===== config.mk =====
export PLATFORM = sky130hd
export DESIGN_NAME = sfw_seq
export DESIGN_NICKNAME = d
export VERILOG_FILES = /design/src/logic/sfw_pkg.sv /design/src/logic/sfw_page_buf.sv /design/src/logic/sfw_seq.sv /design/src/logic/sfw_sync.sv
export SDC_FILE = /design/constraint.sdc
export NUM_CORES = 2
export LEC_CHECK = 0
export ABC_AREA = 1
export BUFFER_PORTS_ARGS = -buffer_cell sky130_fd_sc_hd__buf_2
export CORE_MARGIN = 2
export CORE_UTILIZATION = 55
export CTS_CLUSTER_DIAMETER = 50
export DETAILED_ROUTE_END_ITERATION = 12
export PLACE_DENSITY = 0.67
export SLEW_MARGIN = 0
export SYNTH_ARGS = -nofsm -noshare
export SYNTH_HDL_FRONTEND = slang
export SYNTH_SLANG_ARGS = --single-unit
export TNS_END_PERCENT = 50

===== constraint.sdc =====
create_clock -name i_mclk -period 13.6 [get_ports i_mclk]
set_clock_uncertainty 0.15 [all_clocks]
set_input_delay 2.72 -clock i_mclk [delete_from_list [all_inputs] [get_ports i_mclk]]
set_output_delay 2.72 -clock i_mclk [all_outputs]
set_load 0.05 [all_outputs]

===== src/logic/sfw_pkg.sv =====
// Constants and types shared by the serial flash write sequencer.
// Assumes a 24-bit address space with a 512KB array at its bottom.
package sfw_pkg;
	localparam int          CLK_PERIOD_NS      = 25;
	localparam logic [7:0]  OPC_WRITE_UNLOCK   = 8'h06;
	localparam logic [7:0]  OPC_WRAP_SET       = 8'h77;
	localparam logic [7:0]  OPC_PAGE_WRITE     = 8'h02;
	localparam logic [7:0]  OPC_SECTOR_CLEAR   = 8'h20;
	localparam logic [7:0]  OPC_BLOCK32_CLEAR  = 8'h52;
	localparam logic [7:0]  OPC_BLOCK64_CLEAR  = 8'hd8;
	localparam logic [2:0]  BIT_LAST           = 3'h7;
	localparam logic [1:0]  ADDR_LAST_BYTE     = 2'h2;
	localparam logic [1:0]  WRAP_BYTE_IDX      = 2'h3;
	localparam int          WRAP_DISABLE_POS   = 4;
	localparam int          WRAP_SIZE_LSB      = 5;
	localparam logic        WRAP_DISABLE_RST   = 1'b1;
	localparam logic [1:0]  WRAP_SIZE_RST      = 2'h0;
	localparam logic [15:0] WRAP_MIN_LEN       = 16'h0008;
	localparam logic [23:0] MEM_TOP            = 24'h07ffff;
	localparam logic [23:0] PAGE_MASK          = 24'h0000ff;
	localparam logic [23:0] SECTOR_MASK        = 24'h000fff;
	localparam logic [23:0] BLOCK32_MASK       = 24'h007fff;
	localparam logic [23:0] BLOCK64_MASK       = 24'h00ffff;
	localparam logic [23:0] PROT_FINE_SPAN     = 24'h001000;
	localparam logic [23:0] PROT_COARSE_SPAN   = 24'h010000;

	typedef enum logic [1:0] {
		OP_PAGE    = 2'b00,
		OP_SECTOR  = 2'b01,
		OP_BLOCK32 = 2'b10,
		OP_BLOCK64 = 2'b11
	} sfw_op_type;

	typedef enum logic [2:0] {
		FS_OPCODE = 3'b000,
		FS_ADDR   = 3'b001,
		FS_DATA   = 3'b010,
		FS_WRAP   = 3'b011,
		FS_SKIP   = 3'b100
	} sfw_frame_type;

	typedef enum logic [1:0] {
		EX_IDLE = 2'b00,
		EX_WALK = 2'b01,
		EX_WAIT = 2'b10
	} sfw_exec_type;
endpackage


===== src/logic/sfw_page_buf.sv =====
// Page buffer: 256 bytes, one write port, registered read port.
// Assumes writer and reader never address it in conflicting ways.
`timescale 1ns/1ps
module sfw_page_buf
(
	input  wire logic       i_mclk,
	input  wire logic       i_we,
	input  wire logic [7:0] i_waddr,
	input  wire logic [7:0] i_wdata,
	input  wire logic [7:0] i_raddr,
	output logic      [7:0] o_rdata
);
	logic [7:0] mem [0:255];
	logic [7:0] rdata_reg;

	always_ff @(posedge i_mclk)
	begin
		if (i_we)
			mem[i_waddr] <= i_wdata;
		rdata_reg <= mem[i_raddr];
	end

	assign o_rdata = rdata_reg;
endmodule


===== src/logic/sfw_seq.sv =====
// Serial flash write sequencer: wrap setting, page write, sector and block clear.
// Assumes the serial clock is slower than a quarter of i_mclk; the array
// sits outside and takes o_op_start and the o_wr_* byte stream.
`timescale 1ns/1ps
module sfw_seq
	import sfw_pkg::*;
#(
	parameter int PAGE_WRITE_TIME_NS   = 700000,
	parameter int SECTOR_CLEAR_TIME_NS = 50000000,
	parameter int BLOCK_CLEAR_TIME_NS  = 150000000
)
(
	input  wire logic        i_mclk,
	input  wire logic        i_resetn,
	input  wire logic        i_sclk,
	input  wire logic        i_cs_n,
	input  wire logic        i_si,
	input  wire logic [4:0]  i_protect_bits,
	input  wire logic [23:0] i_rd_addr,
	output logic      [23:0] o_rd_next_addr,
	output logic             o_wrap_enable,
	output logic      [1:0]  o_wrap_size_bits,
	output logic             o_write_latch_flag,
	output logic             o_busy_flag,
	output logic             o_op_start,
	output logic      [1:0]  o_op_kind,
	output logic      [23:0] o_op_addr,
	output logic             o_wr_valid,
	output logic      [23:0] o_wr_addr,
	output logic      [7:0]  o_wr_data
);
	// Least times round up to whole cycles
	localparam logic [31:0] PAGE_WRITE_CYCLES   =
		32'((PAGE_WRITE_TIME_NS + CLK_PERIOD_NS - 1) / CLK_PERIOD_NS);
	localparam logic [31:0] SECTOR_CLEAR_CYCLES =
		32'((SECTOR_CLEAR_TIME_NS + CLK_PERIOD_NS - 1) / CLK_PERIOD_NS);
	localparam logic [31:0] BLOCK_CLEAR_CYCLES  =
		32'((BLOCK_CLEAR_TIME_NS + CLK_PERIOD_NS - 1) / CLK_PERIOD_NS);

	function automatic logic is_write_op(input logic [7:0] opc);
		is_write_op = (opc == OPC_PAGE_WRITE) || (opc == OPC_SECTOR_CLEAR) ||
			(opc == OPC_BLOCK32_CLEAR) || (opc == OPC_BLOCK64_CLEAR);
	endfunction

	function automatic sfw_op_type op_of(input logic [7:0] opc);
		unique case (opc)
			OPC_SECTOR_CLEAR:  op_of = OP_SECTOR;
			OPC_BLOCK32_CLEAR: op_of = OP_BLOCK32;
			OPC_BLOCK64_CLEAR: op_of = OP_BLOCK64;
			default:           op_of = OP_PAGE;
		endcase
	endfunction

	function automatic logic [23:0] region_mask(input sfw_op_type kind);
		unique case (kind)
			OP_PAGE:    region_mask = PAGE_MASK;
			OP_SECTOR:  region_mask = SECTOR_MASK;
			OP_BLOCK32: region_mask = BLOCK32_MASK;
			OP_BLOCK64: region_mask = BLOCK64_MASK;
		endcase
	endfunction

	// Bits 2:0 protect 2^(n-1) spans, none for 0; bit 3 protects from the bottom, bit 4 picks fine spans
	function automatic logic prot_hit(input logic [4:0] bp, input logic [23:0] a);
		logic [23:0] span;
		logic [23:0] off;
		span = (bp[4] ? PROT_FINE_SPAN : PROT_COARSE_SPAN) << (bp[2:0] - 3'h1);
		off  = bp[3] ? (a & MEM_TOP) : (MEM_TOP - (a & MEM_TOP));
		prot_hit = (bp[2:0] != 3'h0) && (off < span);
	endfunction

	function automatic logic [23:0] wrap_next(input logic [23:0] a, input logic dis,
		input logic [1:0] size);
		logic [7:0] lenm;
		logic [7:0] inc;
		lenm = 8'((WRAP_MIN_LEN << size) - 16'h0001);
		inc  = a[7:0] + 8'h01;
		if (dis)
			wrap_next = a + 24'h000001;
		else
			wrap_next = {a[23:8], (a[7:0] & ~lenm) | (inc & lenm)};
	endfunction

	logic [2:0]    pins_s;
	logic          sclk_s;
	logic          cs_n_s;
	logic          si_s;
	logic          sclk_prev_reg;
	logic          cs_n_prev_reg;
	logic          sclk_rise;
	logic          cs_rise;
	logic          selected;
	logic          byte_done;
	logic [7:0]    rx_byte;

	sfw_sync #(
		.WIDTH     (3),
		.RESET_VAL (3'h2)
	) u_sync (
		.i_mclk   (i_mclk),
		.i_resetn (i_resetn),
		.i_d      ({i_sclk, i_cs_n, i_si}),
		.o_q      (pins_s)
	);

	assign sclk_s    = pins_s[2];
	assign cs_n_s    = pins_s[1];
	assign si_s      = pins_s[0];
	assign selected  = !cs_n_s;
	assign sclk_rise = sclk_s && !sclk_prev_reg;
	assign cs_rise   = cs_n_s && !cs_n_prev_reg;

	// Frame state
	sfw_frame_type fstate_reg;
	sfw_frame_type fstate_next;
	logic [2:0]    bit_cnt_reg;
	logic [2:0]    bit_cnt_next;
	logic [7:0]    shift_reg;
	logic [7:0]    shift_next;
	logic [1:0]    byte_cnt_reg;
	logic [1:0]    byte_cnt_next;
	logic [7:0]    cmd_reg;
	logic [7:0]    cmd_next;
	logic [23:0]   addr_reg;
	logic [23:0]   addr_next;
	logic [7:0]    data_idx_reg;
	logic [7:0]    data_idx_next;
	logic [255:0]  mask_reg;
	logic [255:0]  mask_next;
	logic          arm_reg;
	logic          arm_next;
	logic          wrap_disable_reg;
	logic          wrap_disable_next;
	logic [1:0]    wrap_size_reg;
	logic [1:0]    wrap_size_next;
	logic          latch_reg;
	logic          latch_next;
	logic          go;
	logic          buf_we;
	logic [7:0]    buf_waddr;
	logic [7:0]    buf_wdata;
	logic [23:0]   reg_lo;
	logic [23:0]   reg_hi;
	logic          busy;

	assign rx_byte   = {shift_reg[6:0], si_s};
	assign byte_done = sclk_rise && selected && (bit_cnt_reg == BIT_LAST);
	assign reg_lo    = addr_reg & ~region_mask(op_of(cmd_reg));
	assign reg_hi    = addr_reg | region_mask(op_of(cmd_reg));

	always_comb
	begin
		fstate_next       = fstate_reg;
		bit_cnt_next      = bit_cnt_reg;
		shift_next        = shift_reg;
		byte_cnt_next     = byte_cnt_reg;
		cmd_next          = cmd_reg;
		addr_next         = addr_reg;
		data_idx_next     = data_idx_reg;
		mask_next         = mask_reg;
		arm_next          = arm_reg;
		wrap_disable_next = wrap_disable_reg;
		wrap_size_next    = wrap_size_reg;
		latch_next        = latch_reg;
		go                = 1'b0;
		buf_we            = 1'b0;
		buf_waddr         = data_idx_reg;
		buf_wdata         = rx_byte;
		// Any extra clock edge breaks byte alignment and disarms the command
		if (sclk_rise && selected)
		begin
			shift_next   = rx_byte;
			bit_cnt_next = bit_cnt_reg + 3'h1;
			arm_next     = 1'b0;
		end
		if (byte_done)
		begin
			unique case (fstate_reg)
				FS_OPCODE:
				begin
					cmd_next    = rx_byte;
					fstate_next = FS_SKIP;
					if (rx_byte == OPC_WRITE_UNLOCK)
						arm_next = !busy;
					else if (rx_byte == OPC_WRAP_SET && !busy)
						fstate_next = FS_WRAP;
					else if (is_write_op(rx_byte) && latch_reg && !busy)
						fstate_next = FS_ADDR;
				end
				FS_ADDR:
				begin
					addr_next     = {addr_reg[15:0], rx_byte};
					byte_cnt_next = byte_cnt_reg + 2'h1;
					if (byte_cnt_reg == ADDR_LAST_BYTE)
					begin
						if (cmd_reg == OPC_PAGE_WRITE)
						begin
							fstate_next   = FS_DATA;
							data_idx_next = rx_byte;
							mask_next     = '0;
						end
						else
						begin
							arm_next    = 1'b1;
							fstate_next = FS_SKIP;
						end
					end
				end
				FS_DATA:
				begin
					// Index wraps in the page; later bytes overwrite earlier ones
					buf_we                  = 1'b1;
					mask_next[data_idx_reg] = 1'b1;
					data_idx_next           = data_idx_reg + 8'h01;
					arm_next                = 1'b1;
				end
				FS_WRAP:
				begin
					byte_cnt_next = byte_cnt_reg + 2'h1;
					if (byte_cnt_reg == WRAP_BYTE_IDX)
					begin
						wrap_disable_next = rx_byte[WRAP_DISABLE_POS];
						wrap_size_next    = rx_byte[WRAP_SIZE_LSB +: 2];
						fstate_next       = FS_SKIP;
					end
				end
				FS_SKIP:
				begin
				end
			endcase
		end
		if (cs_rise && arm_reg)
		begin
			if (cmd_reg == OPC_WRITE_UNLOCK)
				latch_next = 1'b1;
			else if (!prot_hit(i_protect_bits, reg_lo) && !prot_hit(i_protect_bits, reg_hi))
			begin
				go         = 1'b1;
				latch_next = 1'b0;
			end
		end
		// Deselect ends the frame whatever its state
		if (!selected)
		begin
			fstate_next   = FS_OPCODE;
			bit_cnt_next  = 3'h0;
			byte_cnt_next = 2'h0;
			arm_next      = 1'b0;
		end
	end

	always_ff @(posedge i_mclk or negedge i_resetn)
	begin
		if (!i_resetn)
		begin
			sclk_prev_reg    <= 1'b0;
			cs_n_prev_reg    <= 1'b1;
			fstate_reg       <= FS_OPCODE;
			bit_cnt_reg      <= 3'h0;
			shift_reg        <= 8'h00;
			byte_cnt_reg     <= 2'h0;
			cmd_reg          <= 8'h00;
			addr_reg         <= 24'h000000;
			data_idx_reg     <= 8'h00;
			mask_reg         <= '0;
			arm_reg          <= 1'b0;
			wrap_disable_reg <= WRAP_DISABLE_RST;
			wrap_size_reg    <= WRAP_SIZE_RST;
			latch_reg        <= 1'b0;
		end
		else
		begin
			sclk_prev_reg    <= sclk_s;
			cs_n_prev_reg    <= cs_n_s;
			fstate_reg       <= fstate_next;
			bit_cnt_reg      <= bit_cnt_next;
			shift_reg        <= shift_next;
			byte_cnt_reg     <= byte_cnt_next;
			cmd_reg          <= cmd_next;
			addr_reg         <= addr_next;
			data_idx_reg     <= data_idx_next;
			mask_reg         <= mask_next;
			arm_reg          <= arm_next;
			wrap_disable_reg <= wrap_disable_next;
			wrap_size_reg    <= wrap_size_next;
			latch_reg        <= latch_next;
		end
	end

	// Execution state
	sfw_exec_type  xstate_reg;
	sfw_exec_type  xstate_next;
	logic [8:0]    walk_idx_reg;
	logic [8:0]    walk_idx_next;
	logic          pend_reg;
	logic          pend_next;
	logic [7:0]    pend_idx_reg;
	logic [7:0]    pend_idx_next;
	logic [31:0]   timer_reg;
	logic [31:0]   timer_next;
	sfw_op_type    op_kind_reg;
	sfw_op_type    op_kind_next;
	logic [23:0]   op_addr_reg;
	logic [23:0]   op_addr_next;
	logic          start_reg;
	logic          start_next;
	logic          wr_valid_reg;
	logic          wr_valid_next;
	logic [23:0]   wr_addr_reg;
	logic [23:0]   wr_addr_next;
	logic [7:0]    wr_data_reg;
	logic [7:0]    wr_data_next;
	logic [7:0]    buf_rdata;

	sfw_page_buf u_buf (
		.i_mclk  (i_mclk),
		.i_we    (buf_we),
		.i_waddr (buf_waddr),
		.i_wdata (buf_wdata),
		.i_raddr (walk_idx_reg[7:0]),
		.o_rdata (buf_rdata)
	);

	assign busy = (xstate_reg != EX_IDLE);

	always_comb
	begin
		xstate_next   = xstate_reg;
		walk_idx_next = walk_idx_reg;
		pend_next     = 1'b0;
		pend_idx_next = walk_idx_reg[7:0];
		timer_next    = timer_reg;
		op_kind_next  = op_kind_reg;
		op_addr_next  = op_addr_reg;
		start_next    = 1'b0;
		// Only bytes actually received reach the array
		wr_valid_next = pend_reg && mask_reg[pend_idx_reg];
		wr_addr_next  = {op_addr_reg[23:8], pend_idx_reg};
		wr_data_next  = buf_rdata;
		unique case (xstate_reg)
			EX_IDLE:
			begin
				if (go)
				begin
					op_kind_next  = op_of(cmd_reg);
					op_addr_next  = (op_of(cmd_reg) == OP_PAGE) ? addr_reg : reg_lo;
					start_next    = 1'b1;
					walk_idx_next = 9'h000;
					if (op_of(cmd_reg) == OP_PAGE)
						xstate_next = EX_WALK;
					else
					begin
						xstate_next = EX_WAIT;
						timer_next  = (op_of(cmd_reg) == OP_SECTOR) ?
							SECTOR_CLEAR_CYCLES : BLOCK_CLEAR_CYCLES;
					end
				end
			end
			EX_WALK:
			begin
				pend_next = !walk_idx_reg[8];
				if (!walk_idx_reg[8])
					walk_idx_next = walk_idx_reg + 9'h001;
				else if (!pend_reg)
				begin
					xstate_next = EX_WAIT;
					timer_next  = PAGE_WRITE_CYCLES;
				end
			end
			EX_WAIT:
			begin
				if (timer_reg <= 32'h00000001)
					xstate_next = EX_IDLE;
				else
					timer_next = timer_reg - 32'h00000001;
			end
			default:
				xstate_next = EX_IDLE;
		endcase
	end

	always_ff @(posedge i_mclk or negedge i_resetn)
	begin
		if (!i_resetn)
		begin
			xstate_reg   <= EX_IDLE;
			walk_idx_reg <= 9'h000;
			pend_reg     <= 1'b0;
			pend_idx_reg <= 8'h00;
			timer_reg    <= 32'h00000000;
			op_kind_reg  <= OP_PAGE;
			op_addr_reg  <= 24'h000000;
			start_reg    <= 1'b0;
			wr_valid_reg <= 1'b0;
			wr_addr_reg  <= 24'h000000;
			wr_data_reg  <= 8'h00;
		end
		else
		begin
			xstate_reg   <= xstate_next;
			walk_idx_reg <= walk_idx_next;
			pend_reg     <= pend_next;
			pend_idx_reg <= pend_idx_next;
			timer_reg    <= timer_next;
			op_kind_reg  <= op_kind_next;
			op_addr_reg  <= op_addr_next;
			start_reg    <= start_next;
			wr_valid_reg <= wr_valid_next;
			wr_addr_reg  <= wr_addr_next;
			wr_data_reg  <= wr_data_next;
		end
	end

	// Wrapped read address stepping for the read path
	logic [23:0] rd_next_reg;
	logic [23:0] rd_next_next;

	always_comb
	begin
		rd_next_next = wrap_next(i_rd_addr, wrap_disable_reg, wrap_size_reg);
	end

	always_ff @(posedge i_mclk or negedge i_resetn)
	begin
		if (!i_resetn)
			rd_next_reg <= 24'h000000;
		else
			rd_next_reg <= rd_next_next;
	end

	assign o_rd_next_addr     = rd_next_reg;
	assign o_wrap_enable      = !wrap_disable_reg;
	assign o_wrap_size_bits   = wrap_size_reg;
	assign o_write_latch_flag = latch_reg;
	assign o_busy_flag        = busy;
	assign o_op_start         = start_reg;
	assign o_op_kind          = op_kind_reg;
	assign o_op_addr          = op_addr_reg;
	assign o_wr_valid         = wr_valid_reg;
	assign o_wr_addr          = wr_addr_reg;
	assign o_wr_data          = wr_data_reg;
endmodule


===== src/logic/sfw_sync.sv =====
// Two-stage synchroniser for pins from the serial host.
// Assumes the pins are quasi-static across a few system clocks.
`timescale 1ns/1ps
module sfw_sync
#(
	parameter int         WIDTH     = 1,
	parameter logic [2:0] RESET_VAL = 3'h0
)
(
	input  wire logic             i_mclk,
	input  wire logic             i_resetn,
	input  wire logic [WIDTH-1:0] i_d,
	output logic      [WIDTH-1:0] o_q
);
	logic [WIDTH-1:0] meta_reg;
	logic [WIDTH-1:0] q_reg;

	always_ff @(posedge i_mclk or negedge i_resetn)
	begin
		if (!i_resetn)
		begin
			meta_reg <= WIDTH'(RESET_VAL);
			q_reg    <= WIDTH'(RESET_VAL);
		end
		else
		begin
			meta_reg <= i_d;
			q_reg    <= meta_reg;
		end
	end

	assign o_q = q_reg;
endmodule

## Word-level counts from Yosys, hierarchy flattened

Memories as Yosys holds them, arrays and structs flattened. A register that Yosys moved wholly into a read port is not among the register bits.
Cells that the tools add are included.

- Memories kept: 1
- RAM bits: 2048
- Input port bits: 34
- Register bits: 460

- Bitwise operators: 8
- Muxes and demuxes: 71
- Reductions and logical operators: 51
- Shifts and indexed selects: 2
- Equal/unequal tests: 34
- $add $sub $neg: 11
- Magnitude comparators: 6

Memory list:

| name | depth | width | read ports | clocked after memory_dff | wr ports | line | RTL |
|---|---|---|---|---|---|---|---|
| u_buf.mem | 256 | 8 | 1 | 1 | 1 | sfw_page_buf.sv:13 | `logic [7:0] mem [0:255];` |

Operator list:

| operator | count |
|---|---|
| $mux W256 | 2 |
| $pmux W256 S2 | 1 |
| $or A256 B256 Y256 | 1 |
| $mux W32 | 5 |
| $mux W24 | 4 |
| $pmux W24 S4 | 1 |
| $pmux W32 S3 | 1 |
| $lt A24 B24 Y1 | 2 |
| $sub A19 B19 Y20 const A | 2 |
| $le A32 B1 Y1 const B | 1 |
| $sub A32 B1 Y32 const B | 1 |
| $mux W3 | 10 |
| $mux W2 | 13 |
| $add A24 B1 Y24 const B | 1 |
| $and A24 B24 Y24 | 1 |
| $eq A8 B7 Y1 const B | 3 |
| $not A24 Y24 | 1 |
| $shl A17 B3 Y24 | 1 |
| $mux W23 | 1 |
| $mux W1 | 20 |
| $or A19 B19 Y19 | 1 |
| $lt A8 B9 Y1 const B | 2 |
| $mux W9 | 2 |
| $ne A2 B2 Y1 const B | 9 |
| other kinds (43) | 97 |

## Logic depth before layout (Yosys ltp)

- Depth in word-level cells: 26
- Gate-level depth with buffers: 27
- Mapped depth without buffers: 26

## Cells and area by module

Synthesis repeated with hierarchy kept, for this count alone.

- Cell total of the unflattened synthesis: 9736
- Area total of the unflattened synthesis: 105602.5 µm²

Modules (own cells, without submodules):

| module | area an instance (µm²) | times used | sequential area each (µm²) | cells an instance |
|---|---|---|---|---|
| sfw_page_buf | 83396.2 | 1 | 61659.1 | 7003 |
| sfw_seq | 22053.7 | 1 | 11363.4 | 2727 |
| sfw_sync | 152.6 | 1 | 152.6 | 6 |

## Least setup slack after synthesis

OpenSTA, ideal clock, no wires.

- Path type: input-to-reg
- From: input i_protect_bits[0]
- To: register xstate_reg[0]
- Cell stages on the path: 22
- Buffers on the path: 2
- Required time: 13.384 ns
- Arrival: 5.107 ns
- Path slack: 8.277 ns
- Cells stage by stage: inv_1 -> ha_1 -> xnor2_1 -> and2_1 -> or2_2 -> inv_1 -> nand3_1 -> ha_1 -> nand2_1 -> inv_1 -> nand3_1 -> nand2_1 -> nand2_1 -> nand2_1 -> nand2_1 -> nand2_1 -> nand2_1 -> nand2_1 -> buf_2 -> buf_2 -> nand4_1 -> nand2_1

- Cells in the longest elaborated chain, start to end: 11
- Elaborated cells between the ends (all ways): 15
- Classes of those cells: add/sub (1); order compare (2); eq/ne (1); shift (1); mux (3); reduce/logical (7)

RTL lines:

| what | line | RTL |
|---|---|---|
| start: declaration | sfw_seq.sv:18 | `input wire logic [4:0] i_protect_bits,` |
| $sub A3 B1 Y3 | sfw_seq.sv:67 | `span = (bp[4] ? PROT_FINE_SPAN : PROT_COARSE_SPAN) << (bp[2:0] - 3'h1);` |
| $shl A17 B3 Y24 | sfw_seq.sv:67 |  |
| $lt A24 B24 Y1 | sfw_seq.sv:69 | `prot_hit = (bp[2:0] != 3'h0) && (off < span);` |
| $logic_and A1 B1 Y1 | sfw_seq.sv:69 |  |
| $logic_not A1 Y1 | sfw_seq.sv:236 | `else if (!prot_hit(i_protect_bits, reg_lo) && !prot_hit(i_protect_bits, reg_hi))` |
| $logic_and A1 B1 Y1 * | sfw_seq.sv:236 |  |
| $mux W1 * | sfw_seq.sv:236 |  |
| $mux W1 * | sfw_seq.sv:234 | `if (cmd_reg == OPC_WRITE_UNLOCK)` |
| $mux W1 * | sfw_seq.sv:232 | `if (cs_rise && arm_reg)` |
| $ne A2 B2 Y1 (no line) * | -- |  |
| $reduce_and A4 Y1 (no line) * | -- |  |
| end signal: assignment | sfw_seq.sv:400 | `xstate_reg <= xstate_next;` |
| end: declaration | sfw_seq.sv:291 | `sfw_exec_type xstate_reg;` |

Mark *: on every way between the ends. The rest lies on a longest branch, timed or not.
A chain may end at the register's enable or synchronous reset.

## Worst setup path after layout

- From: register fstate_reg[0]
- To: register mask_reg[190]

- Cells in the longest elaborated chain, start to end: 3
- Elaborated cells between the ends (all ways): 7
- Classes of those cells: eq/ne (4); mux (1); reduce/logical (2)

RTL lines:

| what | line | RTL |
|---|---|---|
| start: declaration | sfw_seq.sv:114 | `sfw_frame_type fstate_reg;` |
| start signal: assignment | sfw_seq.sv:275 | `fstate_reg <= fstate_next;` |
| $eq A3 B1 Y1 or $eq A3 B2 Y1 (tied branches) | sfw_seq.sv:178 | `unique case (fstate_reg)` |
| $ne A2 B2 Y1 (no line) or $reduce_bool A2 Y1 (tied branches) | -- |  |
| $reduce_and A4 Y1 (no line) | -- |  |
| end signal: assignment | sfw_seq.sv:282 | `mask_reg <= mask_next;` |
| end: declaration | sfw_seq.sv:128 | `logic [255:0] mask_reg;` |

Parallel ways exist; a longest one is shown, timed or not.

==> results.yml <==
timing:
  rsz0062_at_grt: "no"
  hold_ws_ns: 0.1743
  max_freq_mhz: 167.4
  final_max_slew_viol_count: 0
  setup_tns_ns: 0
  setup_viol: 0
  period_share_pct: 43.93
  tightest_slew_ns: 1.329
  slew_headroom_pct: 11.06
  layout_min_cycle_time_ns: 5.974
  hold_violations: 0
  setup_ws_ns: 7.626
place:
  dp_cells: 10970
  dp_slack_ns: 6.817
  portBuffers: 122
  dpl-instance-area_um2: 107000
  dp_hpwl_mm: 161.4
  routabilityCongestion: 0.8942
synthesis:
  yosysTopAreaCellShare_pct: 59.44
  synth_cells: 8811
  synth_area_um2: 103500
  synth_fp_nets: 8874
  synth_enable_flop_cells: 2048
  synth_cell_types: 49
  syn-mean-instance-area_um2: 11.74
  synth_top_area_cell: "edfxtp_1"
  synth_flop_cell: "edfxtp_1"
  synthTopCellsByArea: "edfxtp_1 (59%), dfrtp_1 (11%), o21ai_0 (5.0%)"
  yosys_warnings: 0
  synth_seq_cells: 2516
  synth_seq_area_share_pct: 70.73
  synthArstFlopShare_pct: 18.28
clocking:
  clkLatencyLatePin_ns: 0.93
  cts_hold_buf: 0
  cts-buffers-inserted: 284
  htree_levels: 5
  clock_sinks: 2516
  path_clk_slew_ns: 0.06
  cts_tree: "built"
  cts_resized: 0
  cts_setup_buffers: 0
  ctsLongestPathBuffers: 4
  root_buffer: "clkbuf_16"
power_and_ir_drop:
  peakVddDrop_mv: 0.1081
  power.leakage_nw: 40.56
  p_per_area_nw_per_um2: 143.3
floorplan:
  start_util_pct: 55.21
  core-area_um2: 187400
  ioPinCount: 123
  num_rows: 159
  die_width_um: 437.7
  die_area_um2: 191600
  die_h_um: 437.7
run_status:
  status: "completed"
drt:
  vias: 72550
  first_pass_iters: 6
  drc: 0
  drt_iter0_drc: 8991
  wl_mm: 295.8
  detail_route.wl_per_cell_um: 25.83
  antenna_left: 0
  vias_per_cell: 6.336
worst_hold_path:
  hold_path_depth: 0
  min_path_type: "register to register"
finish:
  layoutNonFillerInstCount: 11450
  largest_register_ffs: 2048
  drive_gt1_share_pct: 10.13
  multi_input_area_um2: 26980
  area_growth_pct: 11.96
  nFillCells: 14400
  final_net_count: 8821
  seq_area_um2: 73230
  fin_area_um2: 115800
worst_setup_path:
  cp.required_ns: 14.19
  rrSetupSlack_ns: 7.63
  worstPathArrival_ns: 6.57
  startpoint_type: "register"
  r2r_cells: 11
  critPathKind: "register to register"
  cp_max_fo: 93
  critPathCaptureType: "register"
global_routing:
  grtUsageTotal_pct: 30.36
  grt_pass1_vias: 68950
  antenna_found_initial: 8
  grt_max_degree: 213
  grt_pass1_wl_mm: 440.1
  overflow: 0
job:
  drv_cap: 0
## through the flow
stage	utilization, %	total power [W]
floorplan	-	0.009131
global placement	57.08	0.009345
detailed placement	57.08	0.009362
CTS	61.81	0.01664
global route	61.81	0.01697
finish	61.81	0.01660
## layer usage
metal	track usage, %	routed length (µm)	vias up
met5	0	54	-
met3	6.226	29930	680
met4	12.40	12210	8
li1	-	-	32040
met2	47.50	137900	3862
met1	41.84	115700	35970
## report_power, final
group          switching, W  internal (W)
registers         0.0000808       0.00866
clock network       0.00301       0.00437
logic              0.000431     0.0000407
## Yosys cell counts, drive strengths merged, types with 3 or more instances
cell	n
edfxtp	2048
nor2	1367
o21ai	1260
nand2	676
nand3	545
clkbuf	501
dfrtp	456
a21oi	366
o22ai	307
inv	298
o221ai	185
buf	178
nor4	175
o21a	85
nand4	84
o211ai	71
nor3	51
xor2	35
ha	29
xnor2	19
clkinv	18
or2	10
dfxtp	8
mux2	8
a31oi	4
dfstp	4
nand3b	3
## worst max-delay path, cell delays in order, from the launching register on
cell     delay [ns]
dfrtp_1        0.42
nor2_1         0.17
inv_2          0.04
nor2_1         0.73
inv_2          0.24
nand2_1        0.19
nand2_4        0.50
inv_4          0.62
nand2_4        0.65
inv_4          0.92
buf_4          0.90
a21oi_1        0.10
## layout by cell type (no fill, tap or decap), types with 205 or more instances in the layout
cell / count
inv_1: 270
o21ai_0: 1029
edfxtp_1: 2048
nand3_1: 544
buf_4: 205
nand2_1: 668
clkbuf_16: 294
o21ai_1: 231
a21oi_1: 366
dfrtp_1: 442
o22ai_1: 307
nor2_1: 1350
## cell families after synthesis
| kind of cell | Yosys count | synth area share (%) |
|---|---|---|
| DFF | 2516 | 70.73 |
| xor gates and xnor gates | 54 | 0.4571 |
| buffers and inverters | 995 | 3.813 |
| and+or+nand+nor | 2914 | 11.99 |
| muxes | 8 | 0.08707 |
| AOI/OAI and AO/OA | 2295 | 12.58 |
| adders and majority gates | 29 | 0.3507 |
## final timing paths
kind / start / endpoint
hold reg to reg: u_buf.o_rdata[0]$_DFF_P_ / o_wr_data[0]$_DFF_PN0_
min in group asynchronous: i_resetn / o_rd_next_addr[19]$_DFF_PN0_
setup reg to reg: fstate_reg[0]$_DFFE_PN0P_ / mask_reg[190]$_DFFE_PN0P_
setup / recovery: fstate_reg[0]$_DFFE_PN0P_ / mask_reg[190]$_DFFE_PN0P_
hold / removal: u_buf.o_rdata[0]$_DFF_P_ / o_wr_data[0]$_DFF_PN0_
max in group asynchronous: i_resetn / pend_idx_reg[0]$_DFF_PN0_
## final cells by class
type	count	area share [%]
Clock inverter	118	0.9397
Timing Repair Buffer	340	2.089
Inverter	316	1.048
Clock buffer	364	6.716
Sequential cell	2516	63.21
Antenna cell	2	0.004320
Tap cell	2495	2.695
Multi-Input combinational cell	5300	23.29
Power figures use the tool's default switching activity.
